===== src/hdl/dpr_pkg.sv =====
package dpr_pkg;

    // ==============================================================
    // Widths and scaling
    localparam int DPR_DW = 13;
    localparam int DPR_GAIN_W = 16;
    localparam int DPR_GAIN_FRAC = 12;
    localparam logic [12:0] DPR_OUT_MAX = 13'h1FFF;

    // ==============================================================
    // Timing
    localparam int DPR_CLK_HZ = 10000000;
    localparam int DPR_PERIOD_US = 20000;
    localparam int DPR_PERIOD_CYC = DPR_PERIOD_US * (DPR_CLK_HZ / 1000000);

    // ==============================================================
    // Register offsets (byte addresses)
    localparam logic [7:0] DPR_A_CTRL = 8'h00;
    localparam logic [7:0] DPR_A_KP = 8'h04;
    localparam logic [7:0] DPR_A_KI = 8'h08;
    localparam logic [7:0] DPR_A_KD = 8'h0C;
    localparam logic [7:0] DPR_A_KEYSP = 8'h10;
    localparam logic [7:0] DPR_A_THR = 8'h14;
    localparam logic [7:0] DPR_A_STAT = 8'h18;
    localparam logic [7:0] DPR_A_PV = 8'h1C;
    localparam logic [7:0] DPR_A_OUT = 8'h20;

    // ==============================================================
    // Control field positions and codes
    localparam int DPR_F_FUNC = 0;
    localparam int DPR_F_SRC = 4;
    localparam int DPR_F_FBSEL = 8;
    localparam logic [3:0] DPR_FUNC_A = 4'h1;
    localparam logic [3:0] DPR_FUNC_B = 4'h3;
    localparam logic [3:0] DPR_SRC_KEYPAD = 4'h0;
    localparam logic [4:0] DPR_DI3_MANAUTO = 5'h0F;
    localparam logic [31:0] DPR_CTRL_RST = 32'h0000_0000;
    localparam logic [15:0] DPR_GAIN_RST = 16'h0000;

    typedef struct packed {
        logic [12:0] a1;
        logic [12:0] a2;
        logic [12:0] a3;
        logic [12:0] a4;
        logic [12:0] a5;
        logic [12:0] multispeed;
        logic [12:0] serial;
        logic [12:0] fieldbus;
    } dpr_sources_s;

endpackage : dpr_pkg


===== src/hdl/dpr_engine.sv =====
`timescale 1ns/10ps
// ==============================================================
// Recursive PID arithmetic, one update per tick
module dpr_engine #(
    parameter int DW = 13,
    parameter int GW = 16
) (
    // Clock and reset
    input wire logic clk,
    input wire logic rst_n,
    // Sample
    input wire logic tick,
    input wire logic run,
    input wire logic [DW-1:0] sp,
    input wire logic [DW-1:0] pv,
    input wire logic [GW-1:0] kp,
    input wire logic [GW-1:0] ki,
    input wire logic [GW-1:0] kd,
    // Result
    output logic [DW-1:0] y
);
    import dpr_pkg::*;

    localparam int EW = DW + 1;
    // Holds Kp*Ki*e with both gains carrying the 4096 scale, plus sign and sum headroom
    localparam int AW = EW + 2 * GW + 4;

    logic signed [EW-1:0] e1_r, e1_nxt, e2_r, e2_nxt;
    logic [DW-1:0] y_r, y_nxt;
    logic signed [EW-1:0] e0;
    logic signed [AW-1:0] dp, di, dd, acc, ysum;

    initial begin
        if (DW < 2 || GW < DPR_GAIN_FRAC + 1) $error("dpr_engine width too small");
    end

    always_comb begin
        e0 = EW'($signed({1'b0, sp})) - EW'($signed({1'b0, pv}));
        dp = AW'(e0) - AW'(e1_r);
        di = AW'(e1_r);
        dd = AW'(e0) - AW'(e1_r) - AW'(e1_r) + AW'(e2_r);
        // Error step carries the 4096 scale too, so all three terms share one shift
        acc = AW'($signed({1'b0, kp})) * ((dp <<< DPR_GAIN_FRAC) + AW'($signed({1'b0, ki})) * di
            + AW'($signed({1'b0, kd})) * dd);
        ysum = AW'($signed({1'b0, y_r})) + (acc >>> (2 * DPR_GAIN_FRAC));
        e1_nxt = e1_r;
        e2_nxt = e2_r;
        y_nxt = y_r;
        if (tick) begin
            e1_nxt = e0;
            e2_nxt = e1_r;
            if (!run) y_nxt = pv;
            else if (ysum < 0) y_nxt = '0;
            else if (ysum > AW'($signed({1'b0, {DW{1'b1}}}))) y_nxt = {DW{1'b1}};
            else y_nxt = ysum[DW-1:0];
        end
    end

    always_ff @(posedge clk or negedge rst_n) begin
        if (!rst_n) begin
            e1_r <= '0;
            e2_r <= '0;
            y_r <= '0;
        end else begin
            e1_r <= e1_nxt;
            e2_r <= e2_nxt;
            y_r <= y_nxt;
        end
    end

    assign y = y_r;
endmodule : dpr_engine


===== src/hdl/dpr_top.sv =====
// Implementation choices: the register offsets and the AXI4-Lite register port.
`timescale 1ns/10ps
// Functional notes
// - New output once every 20 ms
// - Recursive PID incremental update equation
// - Gains fixed point scaled by 4096
// - Setpoint unsigned 13 bits
// - Feedback from one of two inputs
// - Output limited to 13 bits
// - Error is setpoint minus feedback, keep history
// - Active only for function 1 or 3
// - Input low manual, high automatic
// - Activation sets third input code 15
// - Manual to auto loads keypad setpoint when keypad is the source
// - Jog and direction disabled while active
// - Threshold outputs above upper, below lower
// - Setpoint source selectable among many
// - Feedback value readable
// - Automatic output replaces speed reference
// - Setting selects feedback analog input
module dpr_top #(
    parameter int PERIOD_CYC = dpr_pkg::DPR_PERIOD_CYC
) (
    // Clock and reset
    input wire logic CLK,
    input wire logic RESETN,
    // AXI4-Lite write
    input wire logic [7:0] S_AXI_AWADDR,
    input wire logic S_AXI_AWVALID,
    output logic S_AXI_AWREADY,
    input wire logic [31:0] S_AXI_WDATA,
    input wire logic [3:0] S_AXI_WSTRB,
    input wire logic S_AXI_WVALID,
    output logic S_AXI_WREADY,
    output logic [1:0] S_AXI_BRESP,
    output logic S_AXI_BVALID,
    input wire logic S_AXI_BREADY,
    // AXI4-Lite read
    input wire logic [7:0] S_AXI_ARADDR,
    input wire logic S_AXI_ARVALID,
    output logic S_AXI_ARREADY,
    output logic [31:0] S_AXI_RDATA,
    output logic [1:0] S_AXI_RRESP,
    output logic S_AXI_RVALID,
    input wire logic S_AXI_RREADY,
    // Process signals
    input wire dpr_pkg::dpr_sources_s SP_SOURCES,
    input wire logic [12:0] SECOND_ANALOG_INPUT,
    input wire logic [12:0] THIRD_ANALOG_INPUT,
    input wire logic MANUAL_AUTO_SELECT_INPUT,
    input wire logic [12:0] SPEED_REF_IN,
    // Outputs
    output logic [12:0] SPEED_REF_OUT,
    output logic UPPER_THRESHOLD_VALUE,
    output logic LOWER_THRESHOLD_VALUE,
    output logic JOG_DIR_INHIBIT,
    output logic [4:0] THIRD_INPUT_FUNCTION_CODE,
    output logic SAMPLE_TICK
);
    import dpr_pkg::*;

    initial begin
        if (PERIOD_CYC < 2) $error("PERIOD_CYC too small");
    end

    // ==============================================================
    // Registers
    logic [31:0] ctrl_r, ctrl_nxt;
    logic [15:0] kp_r, kp_nxt, ki_r, ki_nxt, kd_r, kd_nxt;
    logic [12:0] keysp_r, keysp_nxt, upper_r, upper_nxt, lower_r, lower_nxt;
    logic [4:0] di3_r, di3_nxt;
    logic aw_r, aw_nxt, w_r, w_nxt, b_r, b_nxt, r_r, r_nxt;
    logic [7:0] awa_r, awa_nxt;
    logic [31:0] wd_r, wd_nxt, rd_r, rd_nxt;
    logic [1:0] bresp_r, bresp_nxt, rresp_r, rresp_nxt;
    logic [31:0] cnt_r, cnt_nxt;
    logic tick_r, tick_nxt, auto_r, auto_nxt;

    logic [3:0] func_sel, src_sel;
    logic fb_sel, active, automatic_on, to_auto, do_write;
    logic [12:0] pv, sp, y;

    assign func_sel = ctrl_r[DPR_F_FUNC +: 4];
    assign src_sel = ctrl_r[DPR_F_SRC +: 4];
    assign fb_sel = ctrl_r[DPR_F_FBSEL];
    assign active = (func_sel == DPR_FUNC_A) || (func_sel == DPR_FUNC_B);
    assign automatic_on = active && MANUAL_AUTO_SELECT_INPUT;
    assign to_auto = automatic_on && !auto_r;
    assign pv = fb_sel ? THIRD_ANALOG_INPUT : SECOND_ANALOG_INPUT;

    // ==============================================================
    // Setpoint source
    // Setpoint mux
    always_comb begin
        logic [13:0] sum;
        sum = {1'b0, SP_SOURCES.a1} + {1'b0, SP_SOURCES.a2};
        unique case (src_sel)
            4'h0: sp = keysp_r;
            4'h1: sp = SP_SOURCES.a1;
            4'h2: sp = SP_SOURCES.a2;
            4'h3: sp = SP_SOURCES.a3;
            4'h4: sp = SP_SOURCES.a4;
            4'h5: sp = SP_SOURCES.a5;
            4'h6: sp = sum[13] ? 13'h1FFF : sum[12:0];
            4'h8: sp = SP_SOURCES.multispeed;
            4'h9: sp = SP_SOURCES.serial;
            4'hA: sp = SP_SOURCES.fieldbus;
            default: sp = keysp_r;
        endcase
    end

    // ==============================================================
    // Sample timer and PID engine
    // 20 ms tick
    always_comb begin
        tick_nxt = (cnt_r == 32'(PERIOD_CYC - 1));
        cnt_nxt = tick_nxt ? 32'h0000_0000 : cnt_r + 32'h0000_0001;
        auto_nxt = automatic_on;
    end

    dpr_engine #(.DW(DPR_DW), .GW(DPR_GAIN_W)) u_engine (
        .clk(CLK),
        .rst_n(RESETN),
        .tick(tick_r),
        .run(automatic_on),
        .sp(sp),
        .pv(pv),
        .kp(kp_r),
        .ki(ki_r),
        .kd(kd_r),
        .y(y)
    );

    // ==============================================================
    // AXI4-Lite slave
    always_comb begin
        aw_nxt = aw_r;
        w_nxt = w_r;
        awa_nxt = awa_r;
        wd_nxt = wd_r;
        b_nxt = b_r;
        bresp_nxt = bresp_r;
        r_nxt = r_r;
        rd_nxt = rd_r;
        rresp_nxt = rresp_r;
        ctrl_nxt = ctrl_r;
        kp_nxt = kp_r;
        ki_nxt = ki_r;
        kd_nxt = kd_r;
        keysp_nxt = keysp_r;
        upper_nxt = upper_r;
        lower_nxt = lower_r;
        di3_nxt = di3_r;
        do_write = aw_r && w_r && !b_r;
        if (S_AXI_AWVALID && S_AXI_AWREADY) begin
            aw_nxt = 1'b1;
            awa_nxt = S_AXI_AWADDR;
        end
        if (S_AXI_WVALID && S_AXI_WREADY) begin
            w_nxt = 1'b1;
            wd_nxt = S_AXI_WDATA;
        end
        if (do_write) begin
            aw_nxt = 1'b0;
            w_nxt = 1'b0;
            b_nxt = 1'b1;
            bresp_nxt = 2'b00;
            unique case (awa_r)
                DPR_A_CTRL: ctrl_nxt = wd_r;
                DPR_A_KP: kp_nxt = wd_r[15:0];
                DPR_A_KI: ki_nxt = wd_r[15:0];
                DPR_A_KD: kd_nxt = wd_r[15:0];
                DPR_A_KEYSP: keysp_nxt = wd_r[12:0];
                DPR_A_THR: begin
                    upper_nxt = wd_r[12:0];
                    lower_nxt = wd_r[28:16];
                end
                default: bresp_nxt = 2'b10;
            endcase
        end
        if (b_r && S_AXI_BREADY) b_nxt = 1'b0;
        if (to_auto && src_sel == DPR_SRC_KEYPAD) keysp_nxt = pv;
        if (active) di3_nxt = DPR_DI3_MANAUTO;
        if (S_AXI_ARVALID && S_AXI_ARREADY) begin
            r_nxt = 1'b1;
            rresp_nxt = 2'b00;
            unique case (S_AXI_ARADDR)
                DPR_A_CTRL: rd_nxt = ctrl_r;
                DPR_A_KP: rd_nxt = {16'h0000, kp_r};
                DPR_A_KI: rd_nxt = {16'h0000, ki_r};
                DPR_A_KD: rd_nxt = {16'h0000, kd_r};
                DPR_A_KEYSP: rd_nxt = {19'h00000, keysp_r};
                DPR_A_THR: rd_nxt = {3'h0, lower_r, 3'h0, upper_r};
                DPR_A_STAT: rd_nxt = {24'h000000, 3'h0, di3_r[4:0] == DPR_DI3_MANAUTO,
                    LOWER_THRESHOLD_VALUE, UPPER_THRESHOLD_VALUE, automatic_on, active};
                DPR_A_PV: rd_nxt = {19'h00000, pv};
                DPR_A_OUT: rd_nxt = {19'h00000, y};
                default: begin
                    rd_nxt = 32'h0000_0000;
                    rresp_nxt = 2'b10;
                end
            endcase
        end else if (r_r && S_AXI_RREADY) begin
            r_nxt = 1'b0;
        end
    end

    always_ff @(posedge CLK or negedge RESETN) begin
        if (!RESETN) begin
            ctrl_r <= DPR_CTRL_RST;
            kp_r <= DPR_GAIN_RST;
            ki_r <= DPR_GAIN_RST;
            kd_r <= DPR_GAIN_RST;
            keysp_r <= 13'h0000;
            upper_r <= DPR_OUT_MAX;
            lower_r <= 13'h0000;
            di3_r <= 5'h00;
            aw_r <= 1'b0;
            w_r <= 1'b0;
            b_r <= 1'b0;
            r_r <= 1'b0;
            awa_r <= 8'h00;
            wd_r <= 32'h0000_0000;
            rd_r <= 32'h0000_0000;
            bresp_r <= 2'b00;
            rresp_r <= 2'b00;
            cnt_r <= 32'h0000_0000;
            tick_r <= 1'b0;
            auto_r <= 1'b0;
        end else begin
            ctrl_r <= ctrl_nxt;
            kp_r <= kp_nxt;
            ki_r <= ki_nxt;
            kd_r <= kd_nxt;
            keysp_r <= keysp_nxt;
            upper_r <= upper_nxt;
            lower_r <= lower_nxt;
            di3_r <= di3_nxt;
            aw_r <= aw_nxt;
            w_r <= w_nxt;
            b_r <= b_nxt;
            r_r <= r_nxt;
            awa_r <= awa_nxt;
            wd_r <= wd_nxt;
            rd_r <= rd_nxt;
            bresp_r <= bresp_nxt;
            rresp_r <= rresp_nxt;
            cnt_r <= cnt_nxt;
            tick_r <= tick_nxt;
            auto_r <= auto_nxt;
        end
    end

    assign S_AXI_AWREADY = !aw_r && !b_r;
    assign S_AXI_WREADY = !w_r && !b_r;
    assign S_AXI_BVALID = b_r;
    assign S_AXI_BRESP = bresp_r;
    assign S_AXI_ARREADY = !r_r;
    assign S_AXI_RVALID = r_r;
    assign S_AXI_RDATA = rd_r;
    assign S_AXI_RRESP = rresp_r;

    // ==============================================================
    // Outputs
    // Automatic output replaces reference
    assign SPEED_REF_OUT = automatic_on ? y : SPEED_REF_IN;
    assign UPPER_THRESHOLD_VALUE = pv > upper_r;
    assign LOWER_THRESHOLD_VALUE = pv < lower_r;
    assign JOG_DIR_INHIBIT = active;
    assign THIRD_INPUT_FUNCTION_CODE = di3_r;
    assign SAMPLE_TICK = tick_r;
endmodule : dpr_top


===== config.mk =====
export PLATFORM = sky130hd
export DESIGN_NAME = dpr_top
export DESIGN_NICKNAME = d
export VERILOG_FILES = /design/src/hdl/dpr_pkg.sv /design/src/hdl/dpr_engine.sv /design/src/hdl/dpr_top.sv
export SDC_FILE = /design/constraint.sdc
export NUM_CORES = 2
export LEC_CHECK = 0
export BUFFER_PORTS_ARGS = -buffer_cell sky130_fd_sc_hd__buf_2
export CAP_MARGIN = 10
export CORE_MARGIN = 2
export CORE_UTILIZATION = 55
export CTS_BUF_LIST = sky130_fd_sc_hd__clkbuf_8
export DETAILED_ROUTE_END_ITERATION = 6
export PLACE_DENSITY = 0.75
export RECOVER_POWER = 50
export SYNTH_ARGS = -nofsm -noshare
export SYNTH_HDL_FRONTEND = slang
export SYNTH_SLANG_ARGS = --single-unit
export TNS_END_PERCENT = 100

===== constraint.sdc =====
create_clock -name CLK -period 21.4 [get_ports CLK]
set_input_delay 1.07 -clock CLK [delete_from_list [all_inputs] [get_ports CLK]]
set_output_delay 1.07 -clock CLK [all_outputs]
set_load 0.02 [all_outputs]

==> flow_summary.yaml <==
yosys:
  syn_area_per_cell_um2: 9.137
  synthXorXnorAreaFrac: 0.03259
  synth-edff-count: 0
  synth_top_area_share: 0.4064
  synth_cell_type_count: 94
  yosys-mux-area-fraction: 0.03000
  synthTopCellsByArea: "fa_1, dfrtp_1, inv_1"
  ys_ff_latch: 273
  synthFlopType: "dfrtp_1"
  synthArstFlopShare: 1.000
  synth_top_family_by_area: "adder cells"
  syn_inst: 7290
  yosysWarnings: 0
  yosysTopAreaCell: "fa_1"
  yosysSeqAreaShare: 0.1028
  syn_area_mm2: 0.06661
  synth_most_common_cell: "inv_1"
  synthAdderAreaFrac: 0.4930
  synth-compound-area-share: 0.07262
  synthTopCellsByCount: "inv_1, fa_1, nand2_1"
  synthSimpleGateAreaFrac: 0.1590
die:
  initial_core_util: 0.5552
  rows: 127
  die_h_um: 352.0
  dieArea_mm2: 0.1239
  design.core.area_mm2: 0.1200
  die_w_um: 352.0
  io_pins: 266
clock_network:
  tritoncts: "yes"
  cts_sinks: 273
  cts.clk_slew.worst_paths_ps: 70
  ctsRootBufferMaster: "clkbuf_8"
  htreeDepth: 2
  clk_path_buf_depth: 3
  numCtsBuffers: 41
  clk_latency_ps: 610
sta:
  setup_viol: 13
  timing.final.ws_setup_ps: -311.1
  min_period_over_period: 1.015
  fin_skew_ps: 37.06
  slew_headroom: -2.614
  rsz0062_at_grt: "yes"
  drv_slew: 144
  tightestPinTransition_ps: 5420
  finalHoldViolCount: 0
  min_period_ps: 21710
  setup-tns-final_ps: -3373
  timing.fmax_ghz: 0.04606
run_status:
  violations: "design-rule violations, max-capacitance violations, max-slew violations, negative setup slack"
  status: "finished, violations left"
detailed_routing:
  drc_errors: 1
  drt_iter0_markers: 4096
  drt_pass1_iterations: 7
  vias: 54150
  drt_wl_total_mm: 212.5
  routed_via_density: 5.588
  antenna_left: 0
  wl_per_cell_um: 21.93
setup_path:
  cp_top_family: "adder cells"
  worstPathMaxFanout: 7
  cp_slowest_cell: "fa_2"
  criticalPathCategory: "in2reg"
  required_ps: 21850
  path_common_cell: "fa_1"
  start_kind: "input pin"
  critPathMaxStageDelay_ps: 600
  critPathArrivalTime_ps: 22170
  cp-end-kind: "flip-flop"
  path_buf_inv: 12
global_routing:
  grt_overflow: 0
  grt_max_degree: 172
  antenna_found_initial: 14
  grt_pass1_vias: 58360
  grt.total_usage: 0.3443
  grt_pass1_wl_mm: 329.2
place:
  pre_cts_ws_ps: -1419
  place_congestion: 1.003
  io_buffer_count: 258
  place_hpwl_mm: 168.7
final_layout:
  layout.nets: 10050
  fillCellCount: 9588
  drive_above_1_share: 0.2071
  multiInputGateArea_mm2: 0.05432
  regArea_mm2: 0.006855
  area_growth_pct: 16.68
job:
  maxCapViolCount: 2
worst_hold_path:
  hold_class: "reg2reg"
state kept, by name (all words and copies together), names as in the netlist, 8 cells and up:
register       flops
kp_r              16
kd_r              16
u_engine.y        13
S_AXI_RDATA       32
u_engine.e1_r     14
cnt_r             32
upper_r           13
lower_r           13
awa_r              8
keysp_r           13
ctrl_r            32
wd_r              32
u_engine.e2_r     14
ki_r              16
logic make-up after synthesis:
family                   after synthesis
multiplexers                         179
other                                  1
flip-flops                           273
adder cells (fa/ha/maj)             1813
AO/OA/AOI/OAI                        743
AND/OR/NAND/NOR                     2103
buffers and inverters               1940
XOR/XNOR                             238
cell type report:
cell class / instances / share of cell area
Antenna cell: 7 / 0.0002254
Clock buffer: 50 / 0.008855
Clock inverter: 26 / 0.003574
Inverter: 1580 / 0.07631
Multi-Input combinational cell: 5080 / 0.6990
Sequential cell: 273 / 0.08821
Tap cell: 1612 / 0.02595
Timing Repair Buffer: 1061 / 0.09790
worst reg2reg max path: cells and delay by family (launching register included):
family / cells / cell delay (ps)
DFF: 1 / 500
xor gates and xnor gates: 5 / 920
and+or+nand+nor: 20 / 4030
buffers and inverters: 10 / 970
AOI/OAI and AO/OA: 31 / 5530
adders and majority gates: 20 / 8660
final timing paths:
| kind | from | end | slack, ps | cells after the start |
|---|---|---|---|---|
| setup / recovery | SP_SOURCES[79] | u_engine.y[4] | -310 | 100 |
| hold / removal | cnt_r[31] | cnt_r[31] | 470 | 1 |
| setup reg to reg | ctrl_r[4] | u_engine.y[4] | 650 | 86 |
| hold reg to reg | cnt_r[31] | cnt_r[31] | 470 | 1 |
| max in group asynchronous | RESETN | SAMPLE_TICK | 15570 | 1 |
| min in group asynchronous | RESETN | ctrl_r[30] | 2430 | 1 |
per-layer routing:
layer,up-vias,part of all wire,global-route usage
met2,2615,0.46,0.5547
met3,680,0.092,0.06694
met1,27360,0.37,0.4358
met5,-,0.00052,0
met4,18,0.071,0.1964
li1,23470,-,-
cells in the final DEF, fill, tap and decap left out, drive strengths merged, types with 9 or more instances in the layout:
cell    synthesis  final
a211oi         15     15
a21boi         12     12
a21o           98     98
a21oi         169    169
a221oi         16     16
a22o           14     14
a22oi          86     86
a31oi          21     21
and2          707    707
and3           24     24
buf            16   1058
clkbuf        344     53
dfrtp         260    260
dfstp          13     13
fa           1352   1352
ha            461    461
inv          1580   1592
mux2          165    165
mux2i          14     14
nand2         855    855
nand2b         85     85
nand3          67     67
nand4          25     25
nor2          162    162
nor2b          79     79
nor3           27     27
nor4           10     10
o211ai          9      9
o21a           30     30
o21ai         196    196
o21bai         13     13
or2            19     19
or3            12     12
xnor2         146    146
xor2           88     88
through the flow:
| stage | std cells | hold slack (ps) | area, um2 | util |
|---|---|---|---|---|
| floorplan | 7292 | 442.9 | 66780 | - |
| detailed placement | 9485 | 463.9 | 74040 | 0.6172 |
| global route | 9685 | 514.4 | 77700 | 0.6477 |
| global placement | 9485 | 462.0 | 74040 | 0.6172 |
| CTS | 9652 | 472.7 | 76550 | 0.6380 |
| finish | 9689 | 467.9 | 77710 | 0.6478 |
repair_timing:
item | in CTS | in global routing
endpoints found under the setup margin | 13 | 13
pin swaps | 180 | 183
endpoints found under the hold margin | 0 | 0
gates cloned | 1 | 0
resized for setup | 196 | 211
hold buffers | 0 | 0
buffers inserted | 91 | 31
Power is left out: the tool's default activity adds up to more than one toggle a clock period on the data nets, which glitch-free logic cannot reach.
